--- src/fut_defines.svh ---
// Constants for the F-line classifier and unimplemented floating-point trap sequencer
`ifndef FUT_DEFINES_SVH
`define FUT_DEFINES_SVH
`define FUT_VEC_FLINE      8'h0b
`define FUT_VEC_SHIFT      2
`define FUT_FMT_ZERO       4'h0
`define FUT_FMT_TWO        4'h2
`define FUT_FRAME0_WORDS   4'h4
`define FUT_FRAME2_WORDS   4'h6
`define FUT_SAVE_WORDS     6'h1a
`define FUT_PSW_SUPER_BIT  13
`define FUT_PSW_TRC_HI_BIT 15
`define FUT_PSW_TRC_LO_BIT 14
`define FUT_FP_CPID        3'h1
`endif

--- src/fut_pkg.sv ---
// Types for the F-line classifier and trap sequencer
package fut_pkg;
    typedef enum logic [1:0] {
        FUT_CLS_NONE  = 2'h0,
        FUT_CLS_IMPL  = 2'h1,
        FUT_CLS_UNIMP = 2'h2,
        FUT_CLS_ILL   = 2'h3
    } fut_cls_e;

    typedef enum logic [3:0] {
        FUT_ST_IDLE   = 4'h0,
        FUT_ST_DRAIN  = 4'h1,
        FUT_ST_RDWAIT = 4'h2,
        FUT_ST_FETCH  = 4'h3,
        FUT_ST_CONV   = 4'h4,
        FUT_ST_SRSAVE = 4'h5,
        FUT_ST_PUSH   = 4'h6,
        FUT_ST_VEC    = 4'h7,
        FUT_ST_REFILL = 4'h8,
        FUT_ST_ILL    = 4'h9
    } fut_st_e;

    // Exception request presented to the core's stacking logic
    typedef struct packed {
        logic        take;
        logic [3:0]  format;
        logic [3:0]  words;
        logic [7:0]  vector;
        logic [31:0] vec_addr;
    } fut_exc_s;

    // Frame contents of a format-two push
    typedef struct packed {
        logic [15:0] vec_off;
        logic [31:0] pc;
        logic [15:0] psw;
        logic [31:0] ea;
    } fut_frame_s;
endpackage : fut_pkg

--- src/fut_addr.sv ---
// Vector table address former
`timescale 1ns/1ps
module fut_addr import fut_pkg::*; (
    input  wire logic [31:0] vbr,
    input  wire logic [7:0]  vector,
    output logic [31:0]      vec_addr,
    output logic [15:0]      vec_off
);
    `include "fut_defines.svh"
    // Offset is vector times four; 11 lands at 2c
    assign vec_off  = {6'h00, vector, 2'h0};
    assign vec_addr = vbr + {22'h000000, vector, 2'h0};
endmodule : fut_addr

--- src/fut_decode.sv ---
// F-line opcode classifier: implemented, unimplemented floating-point, illegal
`timescale 1ns/1ps
module fut_decode import fut_pkg::*; (
    input  wire logic [15:0] op_word,
    input  wire logic [15:0] ext_word,
    output fut_cls_e         cls,
    output logic             needs_mem
);
    `include "fut_defines.svh"

    // F-line group detect
    wire        is_fline  = (op_word[15:12] == 4'hf);
    wire        is_fpgen  = (op_word[11:9] == `FUT_FP_CPID) && (op_word[8:6] == 3'h0);
    wire        rm_bit    = ext_word[14];
    wire [6:0]  ext_op    = ext_word[6:0];
    wire        opclass_ok = (ext_word[15:13] == 3'h0) || (ext_word[15:13] == 3'h2);
    wire        movecr    = (ext_word[15:10] == 6'h17); // constant ROM load
    // Cache maintenance lives in coprocessor id 2 space
    wire        is_cache  = (op_word[11:8] == 4'h4);
    // Save/restore and control moves are implemented
    wire        is_ctl    = (op_word[11:9] == `FUT_FP_CPID) && (op_word[8:6] != 3'h0);

    // Transcendental and friends, indexed by extension opmode
    function automatic logic unimp_op(input logic [6:0] o);
        case (o)
            7'h01, 7'h02, 7'h03, 7'h06, 7'h08, 7'h09, 7'h0a, 7'h0c,
            7'h0d, 7'h0e, 7'h0f, 7'h10, 7'h11, 7'h12, 7'h14, 7'h15,
            7'h16, 7'h19, 7'h1c, 7'h1d, 7'h1e, 7'h1f, 7'h21, 7'h25,
            7'h26, 7'h30, 7'h31, 7'h32, 7'h33, 7'h34, 7'h35, 7'h36,
            7'h37: unimp_op = 1'b1;
            default: unimp_op = 1'b0;
        endcase
    endfunction : unimp_op

    // Arithmetic the unit does in hardware
    function automatic logic impl_op(input logic [6:0] o);
        case (o)
            7'h00, 7'h04, 7'h18, 7'h1a, 7'h20, 7'h22, 7'h23, 7'h24,
            7'h27, 7'h28, 7'h38, 7'h3a, 7'h40, 7'h41, 7'h44, 7'h45,
            7'h58, 7'h5a, 7'h5c, 7'h5e, 7'h60, 7'h62, 7'h63, 7'h64,
            7'h66, 7'h67, 7'h68, 7'h6c: impl_op = 1'b1;
            default: impl_op = 1'b0;
        endcase
    endfunction : impl_op

    wire gen_unimp = is_fpgen && ((opclass_ok && unimp_op(ext_op)) || movecr);
    wire gen_impl  = (is_fpgen && opclass_ok && impl_op(ext_op) && !movecr)
                   || (is_fpgen && ext_word[15:13] == 3'h3)
                   || is_ctl || is_cache;

    // Priority: implemented, then unimplemented, else illegal
    assign cls = !is_fline ? FUT_CLS_NONE :
                 gen_impl  ? FUT_CLS_IMPL :
                 gen_unimp ? FUT_CLS_UNIMP : FUT_CLS_ILL;
    assign needs_mem = rm_bit && !movecr && (op_word[5:3] != 3'h0);
endmodule : fut_decode

--- src/fut_trap.sv ---
// Unimplemented floating-point trap sequencer with F-line classification
`timescale 1ns/1ps
module fut_trap import fut_pkg::*; (
    input  wire logic        CLK,
    input  wire logic        SYS_RST,
    input  wire logic        OP_VALID,
    input  wire logic [15:0] OP_WORD,
    input  wire logic [15:0] EXT_WORD,
    input  wire logic [31:0] NEXT_PC,
    input  wire logic [31:0] EFF_ADDR,
    input  wire logic [31:0] VEC_BASE,
    input  wire logic [15:0] STATUS_IN,
    input  wire logic        FP_BUSY,
    input  wire logic        FP_EXC_PEND,
    input  wire logic        EXC_TAKEN,
    input  wire logic        READS_BUSY,
    input  wire logic        OPND_DONE,
    input  wire logic        ACCESS_ERR,
    input  wire logic        FP_CONV_DONE,
    input  wire logic        STACK_DONE,
    input  wire logic        VEC_FETCHED,
    input  wire logic        PREFETCH_FULL,
    input  wire logic        BKPT_ACK_CYC,
    input  wire logic        transfer_ack_n,
    input  wire logic        transfer_error_ack_n,
    output logic             OP_ACCEPT,
    output logic             IMPL_GO,
    output logic             FP_SYNC_REQ,
    output logic             OPND_FETCH,
    output logic             FP_CONV_REQ,
    output logic             RESTART,
    output logic [15:0]      STATUS_OUT,
    output logic             STATUS_WR,
    output fut_exc_s         EXC_REQ,
    output fut_frame_s       FRAME,
    output logic             VEC_FETCH,
    output logic             PREFETCH_REQ,
    output logic             HANDLER_GO,
    output logic             BKPT_ILLEGAL,
    output logic [5:0]       SAVE_WORDS,
    output logic             UNIMP_STATE
);
    `include "fut_defines.svh"

    fut_st_e    st_q, st_d;          // Sequencer state
    fut_cls_e   cls;                 // Decoded class
    logic       needs_mem;           // Memory source required
    logic       mem_q;               // Latched memory need
    logic [15:0] psw_copy_q;         // Internal status copy
    logic [31:0] pc_q, ea_q;         // Captured next PC and address
    logic [7:0]  vec_q;              // Vector in progress
    logic [31:0] vec_addr;           // Table address
    logic [15:0] vec_off;            // Frame offset field
    logic        bk_ack_n_1, bk_ack_n_2, bk_ack_n_3; // Ack synchroniser
    logic        bk_te_n_1, bk_te_n_2, bk_te_n_3;   // Error ack synchroniser
    logic        bk_cyc_1, bk_cyc_2, bk_cyc_3;      // Cycle synchroniser

    fut_decode u_dec (
        .op_word   (OP_WORD),
        .ext_word  (EXT_WORD),
        .cls       (cls),
        .needs_mem (needs_mem)
    );

    fut_addr u_addr (
        .vbr      (VEC_BASE),
        .vector   (vec_q),
        .vec_addr (vec_addr),
        .vec_off  (vec_off)
    );

    // Named decode of the current state
    wire idle    = (st_q == FUT_ST_IDLE);
    wire start_u = idle && OP_VALID && (cls == FUT_CLS_UNIMP);
    wire start_i = idle && OP_VALID && (cls == FUT_CLS_ILL);
    // Status with supervisor set and both trace bits cleared
    wire [15:0] psw_super = (psw_copy_q | (16'h0001 << `FUT_PSW_SUPER_BIT))
                          & ~(16'h0001 << `FUT_PSW_TRC_HI_BIT)
                          & ~(16'h0001 << `FUT_PSW_TRC_LO_BIT);
    // Stable, agreeing synchroniser stages mark a terminated cycle
    wire bk_term = bk_cyc_3 && bk_cyc_2
                 && ((!bk_ack_n_2 && !bk_ack_n_3) || (!bk_te_n_2 && !bk_te_n_3));

    // Next-state logic
    always_comb begin
        st_d = st_q;
        case (st_q)
            FUT_ST_IDLE: begin
                if (start_u) st_d = FUT_ST_DRAIN;
                else if (start_i) st_d = FUT_ST_ILL;
            end
            // Earlier FP work and pending exceptions go first
            FUT_ST_DRAIN: begin
                if (EXC_TAKEN) st_d = FUT_ST_IDLE;
                else if (!FP_BUSY && !FP_EXC_PEND) st_d = FUT_ST_RDWAIT;
            end
            // Earlier reads must finish before our read starts
            FUT_ST_RDWAIT: begin
                if (ACCESS_ERR) st_d = FUT_ST_IDLE;
                else if (!READS_BUSY) st_d = mem_q ? FUT_ST_FETCH : FUT_ST_CONV;
            end
            FUT_ST_FETCH: begin
                if (ACCESS_ERR) st_d = FUT_ST_IDLE;
                else if (OPND_DONE) st_d = FUT_ST_CONV;
            end
            FUT_ST_CONV:   if (FP_CONV_DONE) st_d = FUT_ST_SRSAVE;
            FUT_ST_SRSAVE: st_d = FUT_ST_PUSH;
            FUT_ST_PUSH:   if (STACK_DONE) st_d = FUT_ST_VEC;
            FUT_ST_VEC:    if (VEC_FETCHED) st_d = FUT_ST_REFILL;
            FUT_ST_REFILL: if (PREFETCH_FULL) st_d = FUT_ST_IDLE;
            // Illegal path reuses stacking and vector steps
            FUT_ST_ILL:    st_d = FUT_ST_SRSAVE;
            default:       st_d = FUT_ST_IDLE;
        endcase
    end

    // State register
    always_ff @(posedge CLK) begin
        if (SYS_RST) st_q <= FUT_ST_IDLE;
        else         st_q <= st_d;
    end

    // Capture instruction context at acceptance
    always_ff @(posedge CLK) begin
        if (SYS_RST) begin
            mem_q <= 1'b0;
            pc_q  <= 32'h00000000;
            ea_q  <= 32'h00000000;
            vec_q <= 8'h00;
        end else if (start_u || start_i) begin
            mem_q <= needs_mem;
            pc_q  <= NEXT_PC;   // Points past the trapping instruction
            ea_q  <= EFF_ADDR;
            vec_q <= `FUT_VEC_FLINE;
        end
    end

    // Status copy is taken first, before mode changes
    always_ff @(posedge CLK) begin
        if (SYS_RST) psw_copy_q <= 16'h0000;
        else if ((st_q == FUT_ST_CONV && FP_CONV_DONE) || st_q == FUT_ST_ILL)
            psw_copy_q <= STATUS_IN;
    end

    // Three-stage synchronisers on breakpoint pins
    always_ff @(posedge CLK) begin
        if (SYS_RST) begin
            {bk_ack_n_1, bk_ack_n_2, bk_ack_n_3} <= 3'h7;
            {bk_te_n_1, bk_te_n_2, bk_te_n_3} <= 3'h7;
            {bk_cyc_1, bk_cyc_2, bk_cyc_3}    <= 3'h0;
        end else begin
            {bk_ack_n_3, bk_ack_n_2, bk_ack_n_1} <= {bk_ack_n_2, bk_ack_n_1, transfer_ack_n};
            {bk_te_n_3, bk_te_n_2, bk_te_n_1} <= {bk_te_n_2, bk_te_n_1, transfer_error_ack_n};
            {bk_cyc_3, bk_cyc_2, bk_cyc_1}    <= {bk_cyc_2, bk_cyc_1, BKPT_ACK_CYC};
        end
    end

    // Registered outputs; every top output comes from a flop
    always_ff @(posedge CLK) begin
        if (SYS_RST) begin
            OP_ACCEPT    <= 1'b0;
            IMPL_GO      <= 1'b0;
            FP_SYNC_REQ  <= 1'b0;
            OPND_FETCH   <= 1'b0;
            FP_CONV_REQ  <= 1'b0;
            RESTART      <= 1'b0;
            STATUS_OUT   <= 16'h0000;
            STATUS_WR    <= 1'b0;
            EXC_REQ      <= '0;
            FRAME        <= '0;
            VEC_FETCH    <= 1'b0;
            PREFETCH_REQ <= 1'b0;
            HANDLER_GO   <= 1'b0;
            BKPT_ILLEGAL <= 1'b0;
            SAVE_WORDS   <= 6'h00;
            UNIMP_STATE  <= 1'b0;
        end else begin
            OP_ACCEPT    <= idle && OP_VALID;
            IMPL_GO      <= idle && OP_VALID && (cls == FUT_CLS_IMPL);
            FP_SYNC_REQ  <= (st_d == FUT_ST_DRAIN);
            OPND_FETCH   <= (st_d == FUT_ST_FETCH);
            // Only the source is converted; the destination keeps its own format
            FP_CONV_REQ  <= (st_d == FUT_ST_CONV);
            RESTART      <= ACCESS_ERR
                         && (st_q == FUT_ST_RDWAIT || st_q == FUT_ST_FETCH);
            STATUS_WR    <= (st_q == FUT_ST_SRSAVE);
            if (st_q == FUT_ST_SRSAVE) STATUS_OUT <= psw_super;
            // Frame request: format two for unimplemented, zero for illegal
            EXC_REQ.take     <= (st_q == FUT_ST_SRSAVE) || (st_q == FUT_ST_PUSH && !STACK_DONE);
            if (st_q == FUT_ST_SRSAVE) begin
                EXC_REQ.format   <= UNIMP_STATE ? `FUT_FMT_TWO : `FUT_FMT_ZERO;
                EXC_REQ.words    <= UNIMP_STATE ? `FUT_FRAME2_WORDS
                                                : `FUT_FRAME0_WORDS;
                EXC_REQ.vector   <= vec_q;
                EXC_REQ.vec_addr <= vec_addr;
                FRAME.vec_off    <= vec_off;
                FRAME.pc         <= pc_q;
                FRAME.psw        <= psw_copy_q;
                FRAME.ea         <= UNIMP_STATE ? ea_q : 32'h00000000;
            end
            VEC_FETCH    <= (st_d == FUT_ST_VEC);
            PREFETCH_REQ <= (st_d == FUT_ST_REFILL);
            HANDLER_GO   <= (st_q == FUT_ST_REFILL) && PREFETCH_FULL;
            BKPT_ILLEGAL <= bk_term;
            // Unimplemented state stays armed for the handler's state save
            if (start_u) UNIMP_STATE <= 1'b1;
            else if (start_i || RESTART || (st_q == FUT_ST_DRAIN && EXC_TAKEN))
                UNIMP_STATE <= 1'b0;
            SAVE_WORDS   <= UNIMP_STATE ? `FUT_SAVE_WORDS : 6'h00;
        end
    end
endmodule : fut_trap
--- config.mk ---
export PLATFORM = sky130hd
export DESIGN_NAME = fut_trap
export DESIGN_NICKNAME = d
export VERILOG_FILES = /design/src/fut_pkg.sv /design/src/fut_addr.sv /design/src/fut_decode.sv /design/src/fut_trap.sv
export VERILOG_INCLUDE_DIRS = /design/src
export SDC_FILE = /design/constraint.sdc
export NUM_CORES = 1
export LEC_CHECK = 0
export BUFFER_PORTS_ARGS = -buffer_cell sky130_fd_sc_hd__buf_2
export CAP_MARGIN = 20
export CELL_PAD_IN_SITES_DETAIL_PLACEMENT = 0
export CELL_PAD_IN_SITES_GLOBAL_PLACEMENT = 1
export CORE_AREA = 2 2 159 161
export DETAILED_ROUTE_END_ITERATION = 10
export DIE_AREA = 0 0 161 163
export PLACE_DENSITY_LB_ADDON = 0.1
export SYNTH_ARGS = -nofsm -noshare
export SYNTH_HDL_FRONTEND = slang
export SYNTH_SLANG_ARGS = --single-unit
--- constraint.sdc ---
create_clock -name CLK -period 6.9 [get_ports CLK]
set_input_delay 1.38 -clock CLK [delete_from_list [all_inputs] [get_ports CLK]]
set_output_delay 1.38 -clock CLK [all_outputs]
set_load 0.02 [all_outputs]
Yosys cells after proc, flatten, opt, wreduce, memory -nomap -nowiden
Memories as Yosys holds them, arrays and structs flattened.
Index checks and enable logic that the tools add are counted.
- flip-flop bits (word level): 249
- memory bits (read-only): 192
- bits of input ports: 160
- output and inout port bits: 179
- word-level logic and storage cells: 137
- memories kept: 2
- add/sub/neg operators: 1
- equality and inequality tests: 23
- multiplexer cells: 24
- reduce and logical (&&, ||, !) cells: 50
- memory list (memory ; words ; bits a word ; read ports ; clocked after memory_dff ; wr ports ; line ; text):
    (no name shown) ; 128 ; 1 ; 1 ; 0 ; 0 ; fut_decode.sv:37 ; case (o)
    (no name shown) ; 64 ; 1 ; 1 ; 0 ; 0 ; fut_decode.sv:25 ; case (o)
- operators with widths (cell ; number):
    $mux W4 ; 12
    $pmux W4 S10 ; 1
    $add A32 B6 Y32 ; 1
    $mux W32 ; 1
    $eq A4 B3 Y1 const B ; 7
    $logic_and A1 B1 Y1 ; 24
    $eq A4 B4 Y1 const B ; 4
    $eq A4 B2 Y1 const B ; 3
    $logic_or A1 B1 Y1 ; 12
    $eq A4 B1 Y1 const B ; 2
    $logic_not A1 Y1 ; 8
    $mux W2 ; 4
    $eq A3 B2 Y1 const B ; 2
    $eq A6 B5 Y1 const B ; 1
    $logic_not A3 Y1 ; 2
    $reduce_bool A3 Y1 ; 2
    $mux W5 ; 1
    $eq A2 B2 Y1 const B ; 2
    $logic_not A4 Y1 ; 1
    $mux W1 ; 4
    $eq A3 B1 Y1 const B ; 1
    $mux W3 ; 1
    $eq A2 B1 Y1 const B ; 1
    $reduce_bool A2 Y1 ; 1

Depth between registers and ports, before layout
- depth after elaboration: 16
- gate-level depth with buffers: 9
- depth with buffers taken out: 8

Hierarchy
From an unflattened synthesis, not the netlist that was laid out.
- cells, all modules: 1233
- area total of the unflattened synthesis: 10000.8 um^2
- modules (own cells, without submodules) (module ; instances ; cells each ; area an instance (um^2) ; seq. area each (um^2)):
    fut_trap ; 1 ; 1048 ; 8665.8 ; 4804.6
    fut_addr ; 1 ; 135 ; 999.7 ; 0.0
    fut_decode ; 1 ; 50 ; 335.3 ; 0.0

Worst setup path before layout
Ideal clock, no wire load.
- path kind: in2reg
- start: input port EXT_WORD[0]
- end: register st_q[3]
- library setup time: 0.114 ns
- arrival time: 2.985 ns
- data required time: 6.786 ns
- setup slack: 3.802 ns
- stages: 9
- buffers on the path: 2
- cell sequence: inv_1 -> ha_1 -> mux2_1 -> o221a_2 -> o21ai_1 -> a211oi_2 -> buf_6 -> buf_6 -> a21o_1
- cells in the longest elaborated chain, start to end: 13
- elaborated cells between the ends (all ways): 21
- classes of those cells: eq/ne: 2; mux: 7; reduce/logical: 10; memory: 2
- ends and longest elaborated chain (what ; line ; text):
    start, declared ; fut_trap.sv:8 ; input wire logic [15:0] EXT_WORD,
    $mem_v2 Z64 W1 or $mem_v2 Z128 W1 (tied branches) ; -- ;
    $mux W1 or $logic_and A1 B1 Y1 (tied branches) ; fut_decode.sv:25, fut_decode.sv:47 ;
    $logic_and A1 B1 Y1, on equally long branches ; fut_decode.sv:46, fut_decode.sv:47 ;
    $logic_or A1 B1 Y1, on equally long branches ; fut_decode.sv:46, fut_decode.sv:48 ;
    $logic_and A1 B1 Y1 or $logic_or A1 B1 Y1 (tied branches) ; fut_decode.sv:46, fut_decode.sv:49 ;
    $mux W1 or $logic_or A1 B1 Y1 (tied branches) ; fut_decode.sv:54, fut_decode.sv:49 ;
    $mux W2 (*) ; fut_decode.sv:53 ; gen_impl ? FUT_CLS_IMPL :
    $mux W2 (*) ; fut_decode.sv:52 ; assign cls = !is_fline ? FUT_CLS_NONE :
    $eq A2 B2 Y1 ; fut_trap.sv:75 ; wire start_i = idle && OP_VALID && (cls == FUT_CLS_ILL);
    $logic_and A1 B1 Y1 ; fut_trap.sv:75 ;
    $mux W4 ; fut_trap.sv:90 ; else if (start_i) st_d = FUT_ST_ILL;
    $mux W4 (*) ; fut_trap.sv:89 ; if (start_u) st_d = FUT_ST_DRAIN;
    $pmux W4 S10 (*) ; fut_trap.sv:87 ; case (st_q)
    end signal, assigned ; fut_trap.sv:120 ; else st_q <= st_d;
    end, declared ; fut_trap.sv:45 ; fut_st_e st_q, st_d;
Every way passes the cells marked *; elsewhere a longest branch is shown, timed or not.
A chain may end at the register's enable or synchronous reset.

Worst setup path after layout
- start: input port EXT_WORD[1]
- end: register ea_q[9]
- cells in the longest elaborated chain, start to end: 11
- elaborated cells between the ends (all ways): 19
- classes of those cells: eq/ne: 2; mux: 4; reduce/logical: 11; memory: 2
- ends and longest elaborated chain (what ; line ; text):
    $mem_v2 Z64 W1 or $mem_v2 Z128 W1 (tied branches) ; -- ;
    $mux W1 or $logic_and A1 B1 Y1 (tied branches) ; fut_decode.sv:25, fut_decode.sv:47 ;
    $logic_and A1 B1 Y1, on equally long branches ; fut_decode.sv:46, fut_decode.sv:47 ;
    $logic_or A1 B1 Y1, on equally long branches ; fut_decode.sv:46, fut_decode.sv:48 ;
    $logic_and A1 B1 Y1 or $logic_or A1 B1 Y1 (tied branches) ; fut_decode.sv:46, fut_decode.sv:49 ;
    $mux W1 or $logic_or A1 B1 Y1 (tied branches) ; fut_decode.sv:54, fut_decode.sv:49 ;
    $mux W2 (*) ; fut_decode.sv:53 ;
    $mux W2 (*) ; fut_decode.sv:52 ;
    $eq A2 B2 Y1, on equally long branches ; fut_trap.sv:74, fut_trap.sv:75 ;
    $logic_and A1 B1 Y1, on equally long branches ; fut_trap.sv:74, fut_trap.sv:75 ;
    $logic_or A1 B1 Y1 (*) ; fut_trap.sv:130 ; end else if (start_u || start_i) begin
    end signal, assigned ; fut_trap.sv:128 ; ea_q <= 32'h00000000;
    end signal, assigned ; fut_trap.sv:133 ; ea_q <= EFF_ADDR;
    end, declared ; fut_trap.sv:50 ; logic [31:0] pc_q, ea_q;
Marked as above.

==> flow_summary_export.csv <==
group,metric,value,unit
detailed_routing,viasPerCell,4.77,
floorplan,io_pins,339,
timing,fmax,280,MHz
run,maxCapViolCount,0,
synthesis,yosysUniqueCellTypes,62,
setup_path,crit_type,"in -> reg",
clock_network,clk_latency,0.51,ns
floorplan,die-area,0.0262,mm2
timing,worst_slew_pin_slew,0.910,ns
grt,grt_max_degree,88,
layout,drive_above_1_share,0.273,
detailed_routing,drtPass1Iterations,4,
clock_network,postCtsSetupRepairBufs,0,
status,status,"finished, final reports clean",
grt,gr-usage-all-layers,0.185,
placed_design,hpwl,16.7,mm
clock_network,ctsResizeCount,0,
grt,first_global_vias,7412,
timing,layout_setup_ws,3.33,ns
layout,regArea,0.00448,mm2
synthesis,synth_edf_count,0,
layout,layout.nets,1514,
detailed_routing,wire_per_inst,14.9,um
worst_hold_path,min_path_type,"reg -> reg",
timing,relSlewSlack,0.385,
clock_network,cts_tree,"yes",
power,vdd_drop_max,0.144,mV
setup_path,endpoint_kind,"register",
timing,hold_violations,0,
synthesis,ys_seq_elements,224,
layout,syn_to_final_growth,24.1,%
timing,fin_crit,3.57,ns
synthesis,syn_inst,1105,
setup_path,worstPathMaxFanout,41,
synthesis,syn_avg_cell_area,8.58,um2
clock_network,clk_pin_slew,0.06,ns
timing,drv_slew,0,
timing,post-route-period-util,0.518,
timing,setup_viol,0,
placed_design,io_buffers,304,
grt,antenna_found_initial,5,
clock_network,hold_buffers,0,
synthesis,yosys_warnings,0,
setup_path,cp-startpoint,"EXT_WORD[1]",
detailed_routing,detail-route-antenna-nets,0,
setup_path,cp.arrival,4.00,ns
grt,grt_pass1_wl,39.7,mm
worst_hold_path,min-delay-start,"bk_ack_n_1",
floorplan,die_y,163,um
layout,multi_input_area,0.00434,mm2
synthesis,synth.cell_area,0.00948,mm2
synthesis,synthArstFlopShare,0,
placed_design,dpl_worst_slack,2.82,ns
timing,setup_tns,0,ns
setup_path,cp-start-kind,"input pin",
synthesis,synth_seq_area_share,0.473,
layout,nFillCells,2526,
detailed_routing,dr.first_iter.drc_count,377,
detailed_routing,route.vias.total,8100,
setup_path,crit_required,7.33,ns
detailed_routing,wirelength,25.2,mm
timing,rsz0062_at_grt,"no",
floorplan,initial_utilization,0.384,
floorplan,row_count,58,
clock_network,cts.path.max_buffers,3,
clock_network,cts_buffers,25,
floorplan,core-area,0.0247,mm2
synthesis,synth_ff_type,"dfxtp_1",
setup_path,r2r_start,"st_q[0]",
power,leakage,0.00496,uW
grt,overflow,0,
power,powerDensity,248,mW/mm2
placed_design,gp_congestion,0.792,
clock_network,cts_sinks,224,
timing,finalClockSkew,0.0130,ns
detailed_routing,drc_errors,0,
clock_network,ctsRootBufferMaster,"clkbuf_16",
clock_network,cts-htree-levels,1,
floorplan,dieWidth,161,um
[cells in the mapped netlist, types with 2 or more instances]
master,instances,area share
nand2_1,280,0.11
dfxtp_1,224,0.47
a21oi_1,100,0.053
mux2i_1,81,0.086
buf_4,54,0.043
nor2_1,54,0.021
clkbuf_1,50,0.020
nand3_1,44,0.023
a211oi_1,26,0.021
xor2_1,23,0.021
buf_2,15,0.0079
nand4_1,13,0.0086
inv_1,11,0.0044
nor2b_1,11,0.0073
nor3_1,11,0.0058
and3_1,8,0.0053
nand2b_1,7,0.0046
ha_1,6,0.0079
or2_2,6,0.0040
and4_1,5,0.0046
buf_6,5,0.0059
nand3b_1,5,0.0040
nor3b_1,5,0.0040
xnor2_1,5,0.0046
and2_1,4,0.0026
nor4_1,4,0.0026
a21o_1,3,0.0024
a2111oi_0,2,0.0018
a211o_1,2,0.0018
o211a_1,2,0.0021
o21ai_0,2,0.0011
o21bai_1,2,0.0016
o22ai_1,2,0.0013
o31ai_1,2,0.0016
or2_1,2,0.0013
or3_1,2,0.0013
or4b_1,2,0.0021
[worst max-delay path, stage by stage]
cell,delay [ns]
buf_2,0.13
inv_1,0.07
ha_1,0.27
mux2_1,0.15
o221a_2,0.19
o21ai_1,0.12
a211oi_4,0.23
buf_4,0.60
buf_4,0.54
mux2i_1,0.25
[metal layers]
| metal | vias up | track usage | routed length (um) |
|---|---|---|---|
| met5 | - | 0 | 24 |
| met4 | 4 | 0.0430 | 420 |
| met1 | 3690 | 0.244 | 11400 |
| li1 | 4126 | - | - |
| met3 | 39 | 0.0486 | 1860 |
| met2 | 241 | 0.304 | 11500 |
[area by class of cell]
cell class	instances	share of cell area
tap	330	0.0351
antenna	3	0.000638
clock inverter	9	0.0127
multi-input combinational	772	0.369
timing repair buffer	312	0.135
inverter	12	0.00404
clock buffer	35	0.0623
sequential	224	0.381
[power breakdown]
part,switching (uW),internal [uW]
combinational,117,72.5
sequential,8.96,1310
clock,527,886
[per-stage QoR]
step	utilization	hold WS, ns	cell area [um2]	cells	power [uW]
2_1_floorplan	-	0.389	9580	1132	1470
3_3_place_gp	0.441	0.391	10900	1650	1540
3_5_place_dp	0.441	0.394	10900	1650	1540
4_1_cts	0.476	0.408	11800	1694	2970
5_1_grt	0.476	0.419	11800	1695	3050
6_report	0.477	0.403	11800	1697	2920
[state kept, by name, indices dropped and copies added, names as in the netlist, 4 cells and up]
signal,count
FRAME,80
EXC_REQ,35
ea_q,32
pc_q,32
psw_copy_q,16
st_q,4
[final timing paths]
check,to,slack [ns],cells after the start
max,ea_q[9],3.33,10
min,bk_ack_n_2,0.40,1
min reg2reg,bk_ack_n_2,0.40,1
max reg2reg,EXC_REQ[9],3.99,5
[cell usage in the layout, fill, tap and decap left out, drive strengths merged, types with 4 or more instances in the layout]
cell    count
buf       312
nand2     280
dfxtp     224
a21oi     101
mux2i      81
nor2       54
nand3      44
clkbuf     35
conb       28
a211oi     27
xor2       23
nand4      14
inv        12
nor3       11
nor2b      11
and3        8
or2         8
nand2b      7
ha          6
nor4        6
nand3b      5
nor3b       5
and4        5
xnor2       5
clkinv      5
bufinv      4
and2        4
[logic make-up after synthesis]
family / synth area share
AND/OR/NAND/NOR: 0.225
flip-flops: 0.473
AO/OA/AOI/OAI: 0.0962
buffers and inverters: 0.0812
multiplexers: 0.0879
XOR/XNOR: 0.0259
adder cells (fa/ha/maj): 0.0100
other: 0.000396
Note: power is estimated with default switching activity, not from simulation.
